`config.mk`:
```
export PLATFORM = sky130hd
export DESIGN_NAME = fan_duty_ramp_control
export DESIGN_NICKNAME = d
export VERILOG_FILES = /design/src/verilog/fan_ramp_pkg.sv /design/src/verilog/fan_duty_ramp_control.sv
export VERILOG_INCLUDE_DIRS = /design/src /design/src/verilog
export SDC_FILE = /design/constraint.sdc
export NUM_CORES = 1
export LEC_CHECK = 0
export ABC_CLOCK_PERIOD_IN_PS = 10100
export BUFFER_PORTS_ARGS = -buffer_cell sky130_fd_sc_hd__buf_2
export CAP_MARGIN = 0
export CORE_ASPECT_RATIO = 0.5
export CORE_MARGIN = 3
export CORE_UTILIZATION = 50
export CTS_CLUSTER_DIAMETER = 100
export CTS_CLUSTER_SIZE = 30
export DETAILED_ROUTE_END_ITERATION = 12
export GPL_ROUTABILITY_DRIVEN = 0
export HOLD_SLACK_MARGIN = 0.05
export PLACE_DENSITY = 0.75
export SLEW_MARGIN = 20
export SYNTH_ARGS = -nofsm -noshare
export SYNTH_HDL_FRONTEND = slang
export SYNTH_SLANG_ARGS = --single-unit
```
`constraint.sdc`:
```
create_clock -name ref_clk -period 10.1 [get_ports ref_clk]
set_input_delay 1.01 -clock ref_clk [delete_from_list [all_inputs] [get_ports ref_clk]]
set_output_delay 1.01 -clock ref_clk [all_outputs]
set_load 0.005 [all_outputs]
```
`src/verilog/fan_ramp_defs.svh`:
```
// register map, reset values and timing counts of the fan duty ramp controller
// assumes a 250 MHz reference clock and word-indexed AXI4-Lite decoding
`ifndef FAN_RAMP_DEFS_SVH
`define FAN_RAMP_DEFS_SVH

// word indices; byte address is four times the index
`define IDX_RAMP_CTRL 10'h023
`define IDX_MODE_CONFIG 10'h040
`define IDX_DIRECT_DUTY 10'h041
`define IDX_THERMAL_BASE 10'h042
`define IDX_TACH_TARGET 10'h043
`define IDX_STATUS 10'h044

`define RST_RAMP_CTRL 8'h52
`define RST_MODE_CONFIG 7'h11
`define RST_DIRECT_DUTY 8'h00
`define RST_THERMAL_BASE 13'h0c55
`define RST_TACH_TARGET 16'h1000

`define TACH_DEADBAND 17'h0000a
`define LOW_TEMP_STEP_C 8'h04
`define GAIN_MAX_CODE 3'h4
`define DUTY_FULL 8'hff

`define RESP_OKAY 2'b00
`define RESP_SLVERR 2'b10

`define REF_CLK_MHZ 250
`define BASE_TICK_US 125000
`define BASE_TICK_CYCLES (`BASE_TICK_US * `REF_CLK_MHZ)
`define SLOWEST_RATE_TICKS 8'h80

`endif

```
`src/verilog/fan_ramp_pkg.sv`:
```
// types shared by the fan duty ramp controller and its bench
// assumes the layout constants in fan_ramp_defs.svh
package fan_ramp_pkg;

  typedef struct packed {
    logic gradual_change_enable;
    logic [1:0] max_increment_sel;
    logic [2:0] update_rate_sel;
    logic [1:0] deadband_sel;
  } ramp_ctrl_t;

  typedef enum logic [2:0] {
    thermal_loop = 3'b001,
    speed_regulation_mode = 3'b010,
    direct_duty_mode = 3'b100
  } loop_mode_t;

  typedef struct packed {
    logic [2:0] remote_gain_sel;
    logic unused_bit;
    logic [2:0] mode;
  } mode_config_t;

  typedef struct packed {
    logic [4:0] low_temp_code;
    logic [7:0] low_duty;
  } thermal_base_t;

  typedef struct packed {
    logic [11:0] awaddr;
    logic awvalid;
    logic [31:0] wdata;
    logic [3:0] wstrb;
    logic wvalid;
    logic bready;
    logic [11:0] araddr;
    logic arvalid;
    logic rready;
  } axil_req_t;

  typedef struct packed {
    logic awready;
    logic wready;
    logic bvalid;
    logic [1:0] bresp;
    logic arready;
    logic rvalid;
    logic [31:0] rdata;
    logic [1:0] rresp;
  } axil_rsp_t;

endpackage

```
`src/verilog/fan_duty_ramp_control.sv`:
```
// fan duty ramp controller: moves the fan duty toward its target per loop mode
// assumes register access over AXI4-Lite on ref_clk; temperature and tach inputs come from ref_clk logic
`timescale 1ns/100ps
`include "fan_ramp_defs.svh"

// Summary of operation
// RQ1: thermal target rises by the selected remote gain per degree above low temperature
// RQ2: with gradual change on, steps are capped by selected size; off, duty jumps
// RQ3: thermal loop updates duty at the rate chosen by the three-bit rate field
// RQ4: in direct duty mode the ramp register is ignored entirely
// RQ5: the ramp step size governs convergence in both thermal and speed-regulation loops
// RQ6: speed-regulation mode treats gradual change as always enabled
// RQ7: speed-regulation mode moves in selected steps, clamped at 0x00 and 0xff, never one jump
// RQ8: deadband codes select 1/256 to 4/256; code 10 is the reset value
// RQ9: thermal loop holds duty while remaining adjustment is within the deadband
// RQ10: when remaining adjustment is below the step, apply exactly the remainder
// RQ11: speed-regulation stops when tach error magnitude is at most 0x000a
module fan_duty_ramp_control #(
  parameter int unsigned BASE_TICK_CYCLES = `BASE_TICK_CYCLES
) (
  input wire logic ref_clk,
  input wire logic rst,
  input wire fan_ramp_pkg::axil_req_t axil_req,
  output fan_ramp_pkg::axil_rsp_t axil_rsp,
  input wire logic signed [7:0] remote_temp,
  input wire logic [15:0] tach_count,
  input wire logic tach_valid,
  output logic [7:0] duty_fraction
);
  import fan_ramp_pkg::*;

  ramp_ctrl_t duty_ramp_control;
  mode_config_t mode_config;
  logic [7:0] direct_duty;
  thermal_base_t thermal_base;
  logic [15:0] tach_target;

  logic aw_held;
  logic w_held;
  logic [9:0] aw_index;
  logic [31:0] w_data;
  logic [3:0] w_strb;
  logic do_write;
  logic wr_hit;
  logic [31:0] rd_value;
  logic rd_hit;
  logic aw_ready;
  logic w_ready;
  logic b_valid;
  logic [1:0] b_resp;
  logic ar_ready;
  logic r_valid;
  logic [31:0] r_data;
  logic [1:0] r_resp;

  logic [31:0] base_cnt;
  logic base_tick;
  logic [7:0] slow_cnt;
  logic [7:0] rate_period;
  logic rate_tick;

  logic [7:0] target_duty;
  logic [7:0] next_duty;
  logic [5:0] gain;
  logic signed [8:0] excess;
  logic [12:0] raised;
  logic signed [8:0] gap;
  logic [7:0] gap_mag;
  logic [7:0] step_size;
  logic [7:0] deadband;
  logic signed [16:0] tach_err;
  logic [16:0] tach_mag;
  logic [8:0] up_sum;
  logic loop_busy;

  // write address and write data are taken independently, in either order
  always_ff @(posedge ref_clk or posedge rst)
  begin
    if (rst)
    begin
      aw_held <= 1'b0;
      aw_index <= 10'h000;
      aw_ready <= 1'b1;
    end
    else if (axil_req.awvalid && aw_ready)
    begin
      aw_held <= 1'b1;
      aw_index <= axil_req.awaddr[11:2];
      aw_ready <= 1'b0;
    end
    else if (do_write)
      aw_held <= 1'b0;
    else if (b_valid && axil_req.bready)
      aw_ready <= 1'b1;
  end

  always_ff @(posedge ref_clk or posedge rst)
  begin
    if (rst)
    begin
      w_held <= 1'b0;
      w_data <= 32'h0000_0000;
      w_strb <= 4'h0;
      w_ready <= 1'b1;
    end
    else if (axil_req.wvalid && w_ready)
    begin
      w_held <= 1'b1;
      w_data <= axil_req.wdata;
      w_strb <= axil_req.wstrb;
      w_ready <= 1'b0;
    end
    else if (do_write)
      w_held <= 1'b0;
    else if (b_valid && axil_req.bready)
      w_ready <= 1'b1;
  end

  assign do_write = aw_held && w_held && !b_valid;
  assign wr_hit = (aw_index == `IDX_RAMP_CTRL) || (aw_index == `IDX_MODE_CONFIG) ||
                  (aw_index == `IDX_DIRECT_DUTY) || (aw_index == `IDX_THERMAL_BASE) ||
                  (aw_index == `IDX_TACH_TARGET);

  always_ff @(posedge ref_clk or posedge rst)
  begin
    if (rst)
    begin
      b_valid <= 1'b0;
      b_resp <= `RESP_OKAY;
    end
    else if (do_write)
    begin
      b_valid <= 1'b1;
      b_resp <= wr_hit ? `RESP_OKAY : `RESP_SLVERR;
    end
    else if (axil_req.bready)
      b_valid <= 1'b0;
  end

  // register stores; byte lanes honoured, lane 1 only matters for wide fields
  always_ff @(posedge ref_clk or posedge rst)
  begin
    if (rst)
    begin
      duty_ramp_control <= `RST_RAMP_CTRL; // RQ8
      mode_config <= `RST_MODE_CONFIG;
      direct_duty <= `RST_DIRECT_DUTY;
      thermal_base <= `RST_THERMAL_BASE;
      tach_target <= `RST_TACH_TARGET;
    end
    else if (do_write)
    begin
      case (aw_index)
        `IDX_RAMP_CTRL:
          if (w_strb[0])
            duty_ramp_control <= w_data[7:0];
        `IDX_MODE_CONFIG:
          if (w_strb[0])
            mode_config <= w_data[6:0];
        `IDX_DIRECT_DUTY:
          if (w_strb[0])
            direct_duty <= w_data[7:0];
        `IDX_THERMAL_BASE:
        begin
          if (w_strb[0])
            thermal_base.low_duty <= w_data[7:0];
          if (w_strb[1])
            thermal_base.low_temp_code <= w_data[12:8];
        end
        `IDX_TACH_TARGET:
        begin
          if (w_strb[0])
            tach_target[7:0] <= w_data[7:0];
          if (w_strb[1])
            tach_target[15:8] <= w_data[15:8];
        end
        default:
          tach_target <= tach_target;
      endcase
    end
  end

  always_comb
  begin
    rd_hit = 1'b1;
    rd_value = 32'h0000_0000;
    case (axil_req.araddr[11:2])
      `IDX_RAMP_CTRL:
        rd_value = {24'h000000, duty_ramp_control};
      `IDX_MODE_CONFIG:
        rd_value = {25'h0000000, mode_config};
      `IDX_DIRECT_DUTY:
        rd_value = {24'h000000, direct_duty};
      `IDX_THERMAL_BASE:
        rd_value = {19'h00000, thermal_base};
      `IDX_TACH_TARGET:
        rd_value = {16'h0000, tach_target};
      `IDX_STATUS:
        rd_value = {15'h0000, loop_busy, target_duty, duty_fraction};
      default:
        rd_hit = 1'b0;
    endcase
  end

  always_ff @(posedge ref_clk or posedge rst)
  begin
    if (rst)
    begin
      ar_ready <= 1'b1;
      r_valid <= 1'b0;
      r_data <= 32'h0000_0000;
      r_resp <= `RESP_OKAY;
    end
    else if (axil_req.arvalid && ar_ready)
    begin
      ar_ready <= 1'b0;
      r_valid <= 1'b1;
      r_data <= rd_value;
      r_resp <= rd_hit ? `RESP_OKAY : `RESP_SLVERR;
    end
    else if (r_valid && axil_req.rready)
    begin
      r_valid <= 1'b0;
      ar_ready <= 1'b1;
    end
  end

  // each response field has its own flop; the port struct only gathers them
  assign axil_rsp = '{awready: aw_ready, wready: w_ready, bvalid: b_valid, bresp: b_resp, arready: ar_ready,
                      rvalid: r_valid, rdata: r_data, rresp: r_resp};

  // 8 Hz base tick, then a power-of-two divider: code 7 every tick, code 0 every 128
  always_ff @(posedge ref_clk or posedge rst)
  begin
    if (rst)
      base_cnt <= 32'h0000_0000;
    else if (base_tick)
      base_cnt <= 32'h0000_0000;
    else
      base_cnt <= base_cnt + 32'h0000_0001;
  end

  assign base_tick = (base_cnt == BASE_TICK_CYCLES - 1);
  assign rate_period = `SLOWEST_RATE_TICKS >> duty_ramp_control.update_rate_sel;

  always_ff @(posedge ref_clk or posedge rst)
  begin
    if (rst)
      slow_cnt <= 8'h00;
    else if (rate_tick)
      slow_cnt <= 8'h00;
    else if (base_tick)
      slow_cnt <= slow_cnt + 8'h01;
  end

  assign rate_tick = base_tick && (slow_cnt >= rate_period - 8'h01); // RQ3

  // thermal target: base duty plus gain per degree above the low temperature
  always_comb
  begin
    if (mode_config.remote_gain_sel > `GAIN_MAX_CODE)
      gain = 6'h01;
    else
      gain = 6'h20 >> mode_config.remote_gain_sel;
    excess = 9'(remote_temp) - 9'(signed'({1'b0, thermal_base.low_temp_code} * `LOW_TEMP_STEP_C));
    if (excess <= 9'sh000)
      raised = {5'h00, thermal_base.low_duty};
    else
      raised = 13'(excess[7:0]) * 13'(gain) + {5'h00, thermal_base.low_duty}; // RQ1
    target_duty = (raised > {5'h00, `DUTY_FULL}) ? `DUTY_FULL : raised[7:0];
  end

  assign step_size = 8'h01 << duty_ramp_control.max_increment_sel; // RQ5
  assign deadband = {6'h00, duty_ramp_control.deadband_sel} + 8'h01; // RQ8
  assign gap = 9'(target_duty) - 9'(duty_fraction);
  assign gap_mag = gap[8] ? 8'(-gap) : gap[7:0];
  assign tach_err = 17'(tach_count) - 17'(tach_target);
  assign tach_mag = tach_err[16] ? 17'(-tach_err) : tach_err;
  assign up_sum = {1'b0, duty_fraction} + {1'b0, step_size};

  always_comb
  begin
    next_duty = duty_fraction;
    loop_busy = 1'b0;
    case (mode_config.mode)
      thermal_loop:
      begin
        loop_busy = gap_mag > deadband;
        if (rate_tick && gap_mag > deadband) // RQ9
        begin
          if (!duty_ramp_control.gradual_change_enable)
            next_duty = target_duty; // RQ2
          else if (gap_mag < step_size)
            next_duty = target_duty; // RQ10
          else if (gap[8])
            next_duty = duty_fraction - step_size; // RQ2
          else
            next_duty = duty_fraction + step_size;
        end
      end
      speed_regulation_mode:
      begin
        loop_busy = tach_mag > `TACH_DEADBAND;
        // slow fan shows a larger tach count, so duty rises; enable bit not consulted
        if (tach_valid && tach_mag > `TACH_DEADBAND) // RQ11
        begin
          if (!tach_err[16])
            next_duty = up_sum[8] ? `DUTY_FULL : up_sum[7:0]; // RQ7
          else if (duty_fraction < step_size)
            next_duty = 8'h00;
          else
            next_duty = duty_fraction - step_size; // RQ6
        end
      end
      direct_duty_mode:
        next_duty = direct_duty; // RQ4
      default:
        next_duty = duty_fraction;
    endcase
  end

  always_ff @(posedge ref_clk or posedge rst)
  begin
    if (rst)
      duty_fraction <= 8'h00;
    else
      duty_fraction <= next_duty;
  end

endmodule

```
==> flow_summary.ini, run 1 <==
[place]
hpwl_mm = 26.0
io_buffers = 101
dp_slack_ns = -0.258
place_area_um2 = 12900

[global_route]
grt_max_degree = 85
grt_pass1_vias = 10100
busiest_layer = met2
met2_usage_pct = 41.9
grt_antenna_before_repair = 0
grt_use_met1_pct = 35.5
overflow = 0
grt_pass1_wl_mm = 53.5
grt.total_usage_pct = 26.4
met3_usage_pct = 5.72

[critical_path]
cp_slowest_stage_delay_ns = 0.62
regToRegEndpoint = duty_fraction[5]
r2r_cells = 40
rrSetupSlack_ns = 0.57
cp-end-kind = register
cp-startpoint = remote_temp[2]
critical_path_required_ns = 10.44
cp-start-kind = input pin
critPathCapture = duty_fraction[5]
slowest_stage = or4b_2
rr_startpoint = thermal_base[10]
critPathKind = input pin to register
critPathArrivalTime_ns = 9.99
cp_max_fo = 8

[logic_synthesis]
synthCells = 1298
synthTopCellsByArea = dfrtp_1 (29%), ha_1 (9.0%), mux2_2 (6.5%)
ys_types = 92
yosys.area.top_type = dfrtp_1
synth_seq_area_share_pct = 32.2
ys_top_cells_by_count = dfrtp_1 (139), nor2_1 (133), nand2_1 (106)
synth_fa_ha_area_share_pct = 14.6
synthFlopType = dfrtp_1
yosysTopAreaCellShare_pct = 29.0
synth_compound_area_share_pct = 16.3
synth_edf_count = 0
synth-async-reset-ratio_pct = 100
synth.most_common_cell = dfrtp_1
yosys_warnings = 0
synth_top_family_by_area = simple AND/OR/NAND/NOR gates
avgSynthCellArea_um2 = 9.25
synthMuxAreaShare_pct = 8.39
yosys_register_bits = 154
synth_area_um2 = 12000
synth_xor_area_share_pct = 5.46
synth_simple_gate_area_share_pct = 17.4

[outcome]
status = completed

[clock_network]
clock_latency_ns = 0.45
path_clk_slew_ns = 0.07
clockBufferDepth = 2
clock_sinks = 154
htreeDepth = 4
numCtsBuffers = 17
cts_root_buffer = clkbuf_16
hold_buffers = 0
cts_tree = done

[routing]
firstDrtPassIters = 5
wire_per_inst_um = 19.4
vias_per_cell = 6.13
drc = 0
wl_mm = 33.6
drtIter0Drc = 987
ant_nets = 0
dr_total_vias = 10600

[power_and_ir_drop]
peakVddDrop_v = 0.000180
seqPwrFrac_pct = 38.0
p_per_area_nw_per_um2 = 154
swShare_pct = 35.6
pwr-share-comb_pct = 30.9
internal_power_w = 0.00135
power.total_w = 0.00210
p_leak_nw = 6.49
p_sw_w = 0.000746
pwr-share-clk_pct = 31.1

[cells_and_area]
multiInputGateArea_um2 = 7640
postLayoutCellArea_um2 = 13600
regArea_um2 = 3870
fin_nets = 1625
area_delta_synth_final_pct = 13.6
fillers = 1965
n_antenna_cell = 0
final_layout_size_suffix_gt1_share_pct = 21.8

[floorplanning]
dieWidth_um = 225
rows = 39
core_um2 = 23200
start_util_pct = 51.7
io_pins = 141
chipHeight_um = 116
die-area_um2 = 26000

[timing]
setup_viol = 0
fin_ws_ns = 0.453
finalCritPeriodShare_pct = 95.5
skew_ns = 0.00872
relSlewSlack_pct = 19.6
slew_viol_final = 0
hold_violations = 0
layout_min_cycle_time_ns = 9.65
tns_ns = 0
fmax_mhz = 104
worst_pin_slew_ns = 1.21

[hold_path]
hp-class = register to register

[job]
drv_cap = 0
## through the flow
| stage | instances | hold WS (ns) | utilization, % |
|---|---|---|---|
| 6_report | 1733 | 0.470 | 58.8 |
| 5_1_grt | 1733 | 0.484 | 58.8 |
| 4_1_cts | 1731 | 0.474 | 58.2 |
| 3_5_place_dp | 1699 | 0.457 | 55.7 |
| 3_3_place_gp | 1699 | 0.448 | 55.7 |
| 2_1_floorplan | 1314 | 0.425 | - |
## sequential cells by signal (all words and copies together), names as in the netlist, 2 cells and up
register	flops
aw_index	10
base_cnt	32
direct_duty	8
duty_fraction	8
duty_ramp_control	8
mode_config	7
r_data	17
slow_cnt	8
tach_target	16
thermal_base	13
w_data	16
w_strb	2
## worst min path at each step
stage	from	end	slack [ns]	cells after the start
2_1_floorplan	base_cnt[0]	base_cnt[0]	0.43	1
3_3_place_gp	base_cnt[0]	base_cnt[0]	0.45	1
3_5_place_dp	base_cnt[0]	base_cnt[0]	0.46	1
4_1_cts	base_cnt[0]	base_cnt[0]	0.47	1
5_1_grt	base_cnt[0]	base_cnt[0]	0.48	1
6_report	base_cnt[0]	base_cnt[0]	0.47	1
## cells in the final DEF, fill, tap and decap left out, types with 38 or more instances in the layout
cell     synthesis  final
a21oi_1         48     46
o21ai_0         76     74
nor2_1         133    132
inv_1           90     89
dfrtp_1        139    139
ha_1            86     85
nand3_1         38     38
mux2_2          69     69
buf_4           22     39
nand2_1        106    104
buf_2            2    101
## routing by layer
metal | part of all wire, % | wire, µm
met1 | 43 | 14400
met2 | 44 | 14900
met3 | 9.4 | 3160
met4 | 3.3 | 1110
met5 | 0 | 0
## worst max-delay path, delay by kind of cell
kind,cells,cell delay [ns]
multiplexers,2,0.61
adder cells (fa/ha/maj),8,3.09
buffers and inverters,6,0.49
AND/OR/NAND/NOR,13,2.80
AO/OA/AOI/OAI,12,1.97
## power by group through the flow
stage / Sequential (W) / Combinational (W) / Clock, W
6_report: 0.000797 / 0.000649 / 0.000652
3_5_place_dp: 0.000804 / 0.000619 / 0
5_1_grt: 0.000806 / 0.000717 / 0.000689
3_3_place_gp: 0.000799 / 0.000595 / 0
2_1_floorplan: 0.000755 / 0.000463 / 0
4_1_cts: 0.000794 / 0.000627 / 0.000662
## final cells by class
cell class / count / share of cell area (%)
Multi-Input combinational cell: 1008 / 56.0
Clock inverter: 14 / 1.15
Inverter: 91 / 2.54
Tap cell: 307 / 2.81
Clock buffer: 18 / 3.22
Timing Repair Buffer: 141 / 5.93
Sequential cell: 154 / 28.4
## logic make-up after synthesis
logic type,count (synthesis)
muxes,89
buffers and inverters,152
DFF,154
xor gates and xnor gates,74
other,2
and+or+nand+nor,427
AOI/OAI and AO/OA,280
adders and majority gates,120
## what timing repair did
action	4_1_cts	5_1_grt
gates resized for setup	0	24
setup endpoints to repair	0	9
setup buffers	0	2
(Power assumes the default switching activity.)
==> run 2, diff against run 1 <==
--- a/config.mk
+++ b/config.mk
@@ -12,11 +12,11 @@
 export CORE_ASPECT_RATIO = 0.5
 export CORE_MARGIN = 3
 export CORE_UTILIZATION = 50
+export CTS_BUF_LIST = sky130_fd_sc_hd__clkbuf_4
 export CTS_CLUSTER_DIAMETER = 100
 export CTS_CLUSTER_SIZE = 30
 export DETAILED_ROUTE_END_ITERATION = 12
 export GPL_ROUTABILITY_DRIVEN = 0
-export HOLD_SLACK_MARGIN = 0.05
 export PLACE_DENSITY = 0.75
 export SLEW_MARGIN = 20
 export SYNTH_ARGS = -nofsm -noshare
==> flow_summary.ini, run 2 (same netlist as run 1, synthesis figures left out) <==
[clock_network]
cts_root_buffer = clkbuf_4
path_clk_slew_ns = 0.14
clock_sinks = 154
clock_latency_ns = 0.61
cts_tree = done
htreeDepth = 4
cts_setup_buffers = 0
hold_buffers = 0
numCtsBuffers = 17
clockBufferDepth = 2

[routing]
vias_per_cell = 6.10
drc = 0
dr_total_vias = 10600
ant_nets = 0
drtIter0Drc = 806
wire_per_inst_um = 19.1
firstDrtPassIters = 5
wl_mm = 33.1

[cells_and_area]
area_delta_synth_final_pct = 10.8
mostFrequentLayoutCell = dfrtp_1
fin_cells = 1732
fillers = 2015
fin_nets = 1623
largest-register = base_cnt
multiInputGateArea_um2 = 7610
final_layout_size_suffix_gt1_share_pct = 21.3
mostFrequentLayoutCells = dfrtp_1 (139), nor2_1 (133), nand2_1 (105), buf_2 (101), inv_1 (89)
largest_reg_flops = 32
reg_top3 = base_cnt (32), r_data (17)
regArea_um2 = 3870

[timing]
worst_pin_slew_ns = 1.12
finalCritPeriodShare_pct = 95.2
fmax_mhz = 104
layout_min_cycle_time_ns = 9.62
relSlewSlack_pct = 25.5
slew_viol_final = 0
whs_ns = 0.490
skew_ns = 0.0189
hold_violations = 0
setup_viol = 0

[global_route]
overflow = 0
grt_pass1_vias = 10100
grt.total_usage_pct = 26.0
grt_max_degree = 85
grt_antenna_before_repair = 1
grt_pass1_wl_mm = 53.2

[job]
drv_cap = 0

[outcome]
status = completed

[critical_path]
rrSetupSlack_ns = 0.55
r2r_cells = 38
critical_path_required_ns = 10.60
critPathKind = input pin to register
slowest_stage = or4b_2
cp_slowest_stage_delay_ns = 0.62
cp_max_fo = 8
crit_top_cell = fa_1
regToRegEndpoint = duty_fraction[3]
cp-end-kind = register
cp-start-kind = input pin
critPathArrivalTime_ns = 10.12
rr_startpoint = thermal_base[10]
cp-startpoint = remote_temp[2]

[floorplanning]
dieWidth_um = 225
rows = 39
core_um2 = 23200
io_pins = 141
die-area_um2 = 26000
chipHeight_um = 116
start_util_pct = 51.7

[place]
dp_cells = 1699
hpwl_mm = 26.0
io_buffers = 101

[hold_path]
holdPathStages = 1
hp-start = base_cnt[0]
hp-class = register to register
worstHoldEndpoint = base_cnt[0]

[power_and_ir_drop]
p_leak_nw = 6.33
peakVddDrop_v = 0.000149
p_per_area_nw_per_um2 = 137
run 2: area by class of cell:
cell class	instances	area share (%)
diodes	1	0.0188
clock buffers	17	0.959
clock inverters	15	1.20
inverters	91	2.61
multi-input cells	1008	57.2
flip-flops and latches	154	29.1
well taps	307	2.89
repair buffers	139	5.97
run 2: stage by stage:
step	setup slack, ns	cell area [µm²]	total power (W)	util, %	TNS [ns]
final	0.480	13300	0.00183	57.3	0
after global routing	-0.00273	13300	0.00194	57.3	-0.00273
after CTS	0.335	13200	0.00182	56.9	0
after detailed placement	-0.258	12900	0.00142	55.7	-1.73
after global placement	-0.0280	12900	0.00139	55.7	-0.161
after floorplan	0.515	12100	0.00122	-	0
run 2: what timing repair did:
action                     in CTS  in global routing
resized for setup               0                 16
setup endpoints to repair       0                  9
hold endpoints to repair        0                  0
run 2: worst max-delay path: cells and delay by family:
kind	cells	cell delay, ns
fa+ha+maj	9	3.35
simple gates	12	2.72
compound gates	10	1.76
mux	2	0.56
buf+inv	6	0.55
xor+xnor	1	0.16
run 2: worst max path at each step:
stage	to	slack [ns]
after detailed placement	duty_fraction[5]	-0.26
after floorplan	duty_fraction[0]	0.52
after global routing	duty_fraction[3]	-0.003
after global placement	duty_fraction[1]	-0.03
after CTS	duty_fraction[3]	0.33
final	duty_fraction[3]	0.48
run 2: metal layers:
layer  wire [µm]  GRT usage, %
met5           0             0
met1       14300          35.0
met4        1070          9.59
met2       14600          41.2
met3        3180          6.81
run 2: power breakdown:
group	internal, W	switching [W]
logic	0.000297	0.000339
clock network	0.000132	0.000261
registers	0.000693	0.000104
==> run 3, diff against run 2 <==
--- a/config.mk
+++ b/config.mk
@@ -10,7 +10,7 @@
 export BUFFER_PORTS_ARGS = -buffer_cell sky130_fd_sc_hd__buf_2
 export CAP_MARGIN = 0
 export CORE_ASPECT_RATIO = 0.5
-export CORE_MARGIN = 3
+export CORE_MARGIN = 2
 export CORE_UTILIZATION = 50
 export CTS_BUF_LIST = sky130_fd_sc_hd__clkbuf_4
 export CTS_CLUSTER_DIAMETER = 100
==> constraint.sdc (replaced) <==
create_clock -name ref_clk -period 10.1 [get_ports ref_clk]
set_input_delay 1.515 -clock ref_clk [delete_from_list [all_inputs] [get_ports ref_clk]]
set_output_delay 1.515 -clock ref_clk [all_outputs]
set_load 0.005 [all_outputs]
==> flow_summary.ini, run 3 (same netlist as run 1, synthesis figures left out) <==
[outcome]
status = completed

[routing]
wl_met1_mm = 14.3
firstDrtPassIters = 7
drtIter0Drc = 1055
dr.max_layer_used = met5
routed-wl-met2_mm = 14.9
wl_met3_mm = 2.94
vias_per_cell = 5.98
wire_per_inst_um = 18.7
wl_mm = 33.2
dr_total_vias = 10600
drc = 0
ant_nets = 0

[critical_path]
cp_slowest_stage_delay_ns = 0.55
slowest_stage = fa_1
cp-start-kind = input pin
critPathArrivalTime_ns = 10.23
critPathKind = input pin to register
cp-end-kind = register
critical_path_required_ns = 10.57
cp_max_fo = 7

[power_and_ir_drop]
p_per_area_nw_per_um2 = 138
p_leak_nw = 6.52
peakVddDrop_v = 0.000112

[cells_and_area]
postLayoutCellArea_um2 = 13600
largest_reg_flops = 32
mostFrequentLayoutCells = dfrtp_1 (139), nor2_1 (129), nand2_1 (104), buf_2 (101), inv_1 (89)
largest-register = base_cnt
fin_cells = 1777
mostFrequentLayoutCell = dfrtp_1
final_layout_size_suffix_gt1_share_pct = 23.6
area_delta_synth_final_pct = 13.2
fin_nets = 1660
reg_top3 = base_cnt (32), r_data (17)

[timing]
hold_violations = 0
layout_min_cycle_time_ns = 9.76
slew_viol_final = 0
fin_ws_ns = 0.336
worst_pin_slew_ns = 1.15
setup_viol = 0
fmax_mhz = 102
relSlewSlack_pct = 22.9
skew_ns = 0.0293
finalCritPeriodShare_pct = 96.7

[place]
io_buffers = 101
hpwl_mm = 26.2
place_area_um2 = 13200
dp_slack_ns = -0.780
dp_cells = 1738

[floorplanning]
die-area_um2 = 25400
io_pins = 141
start_util_pct = 50.5
chipHeight_um = 114
rows = 40
dieWidth_um = 223
core_um2 = 23800

[clock_network]
clock_sinks = 154
clockBufferDepth = 2
numCtsBuffers = 17
cts_root_buffer = clkbuf_4
clock_latency_ns = 0.59
cts_tree = done
htreeDepth = 4
hold_buffers = 0
path_clk_slew_ns = 0.15

[global_route]
grt_pass1_wl_mm = 53.0
overflow = 0
grt_pass1_vias = 10400
grt.total_usage_pct = 26.4
grt_max_degree = 80
grt_antenna_before_repair = 2

[hold_path]
hp-class = register to register

[job]
drv_cap = 0
==> run 3: changes by cell type in the layout (fill, tap and decap cells not counted), moves of 3 or more <==
cell    previous run  this run
buf_4             37        75
nor2_1           133       129
nor2_2             0         4
inv_8              3         0
==> run 3: report_power, final <==
group | internal (W) | leakage [nW] | total, W | switching (W)
Sequential | 0.000693 | 1.99 | 0.000798 | 0.000105
Clock | 0.000154 | 0.152 | 0.000394 | 0.000240
Combinational | 0.000326 | 4.38 | 0.000681 | 0.000354
Total | 0.00117 | 6.52 | 0.00187 | 0.000699
==> run 3: repair_timing <==
item	4_1_cts	5_1_grt
gates resized for setup	6	16
pin swaps	2	9
setup endpoints to repair	8	9
setup buffers	1	5
==> run 3: final timing paths <==
check	slack, ns	startpoint	endpoint	cells past startpoint
worst min-delay path	0.47	base_cnt[0]	base_cnt[0]	1
worst max register to register	0.80	thermal_base[10]	duty_fraction[0]	41
worst min register to register	0.47	base_cnt[0]	base_cnt[0]	1
min in group asynchronous	1.03	rst	r_valid	2
worst max-delay path	0.34	remote_temp[2]	duty_fraction[0]	41
max in group asynchronous	7.59	rst	thermal_base[12]	3
==> run 3: final cells by class <==
class / count / area (µm²)
fill: 2021 / 10200
multi-input combinational: 1008 / 7630
sequential: 154 / 3870
timing repair buffer: 176 / 1070
tap: 315 / 394
inverter: 91 / 347
clock buffer: 19 / 143
clock inverter: 13 / 141
antenna: 1 / 2.50
==> run 3: layer usage <==
metal	global-route usage, %	vias up
li1	-	4865
met1	36.2	5148
met2	42.3	534
met3	4.61	78
met4	10.4	2
met5	0	-
==> run 3: through the flow <==
step	hold slack, ns	util [%]	setup TNS [ns]	total power [W]
final	0.474	57.2	0	0.00187
after global routing	0.500	57.2	-0.0269	0.00198
after CTS	0.479	56.7	0	0.00185
after detailed placement	0.460	55.4	-6.30	0.00146
after global placement	0.443	55.4	-4.38	0.00142
after floorplan	0.425	-	0	0.00122
==> run 3: worst max-delay path: cells and delay by family <==
family                     cells  cell delay (ns)
AOI/OAI and AO/OA              9             1.53
xor gates and xnor gates       1             0.14
adders and majority gates      9             3.33
buffers and inverters          9             0.94
muxes                          2             0.45
and+or+nand+nor               11             2.29
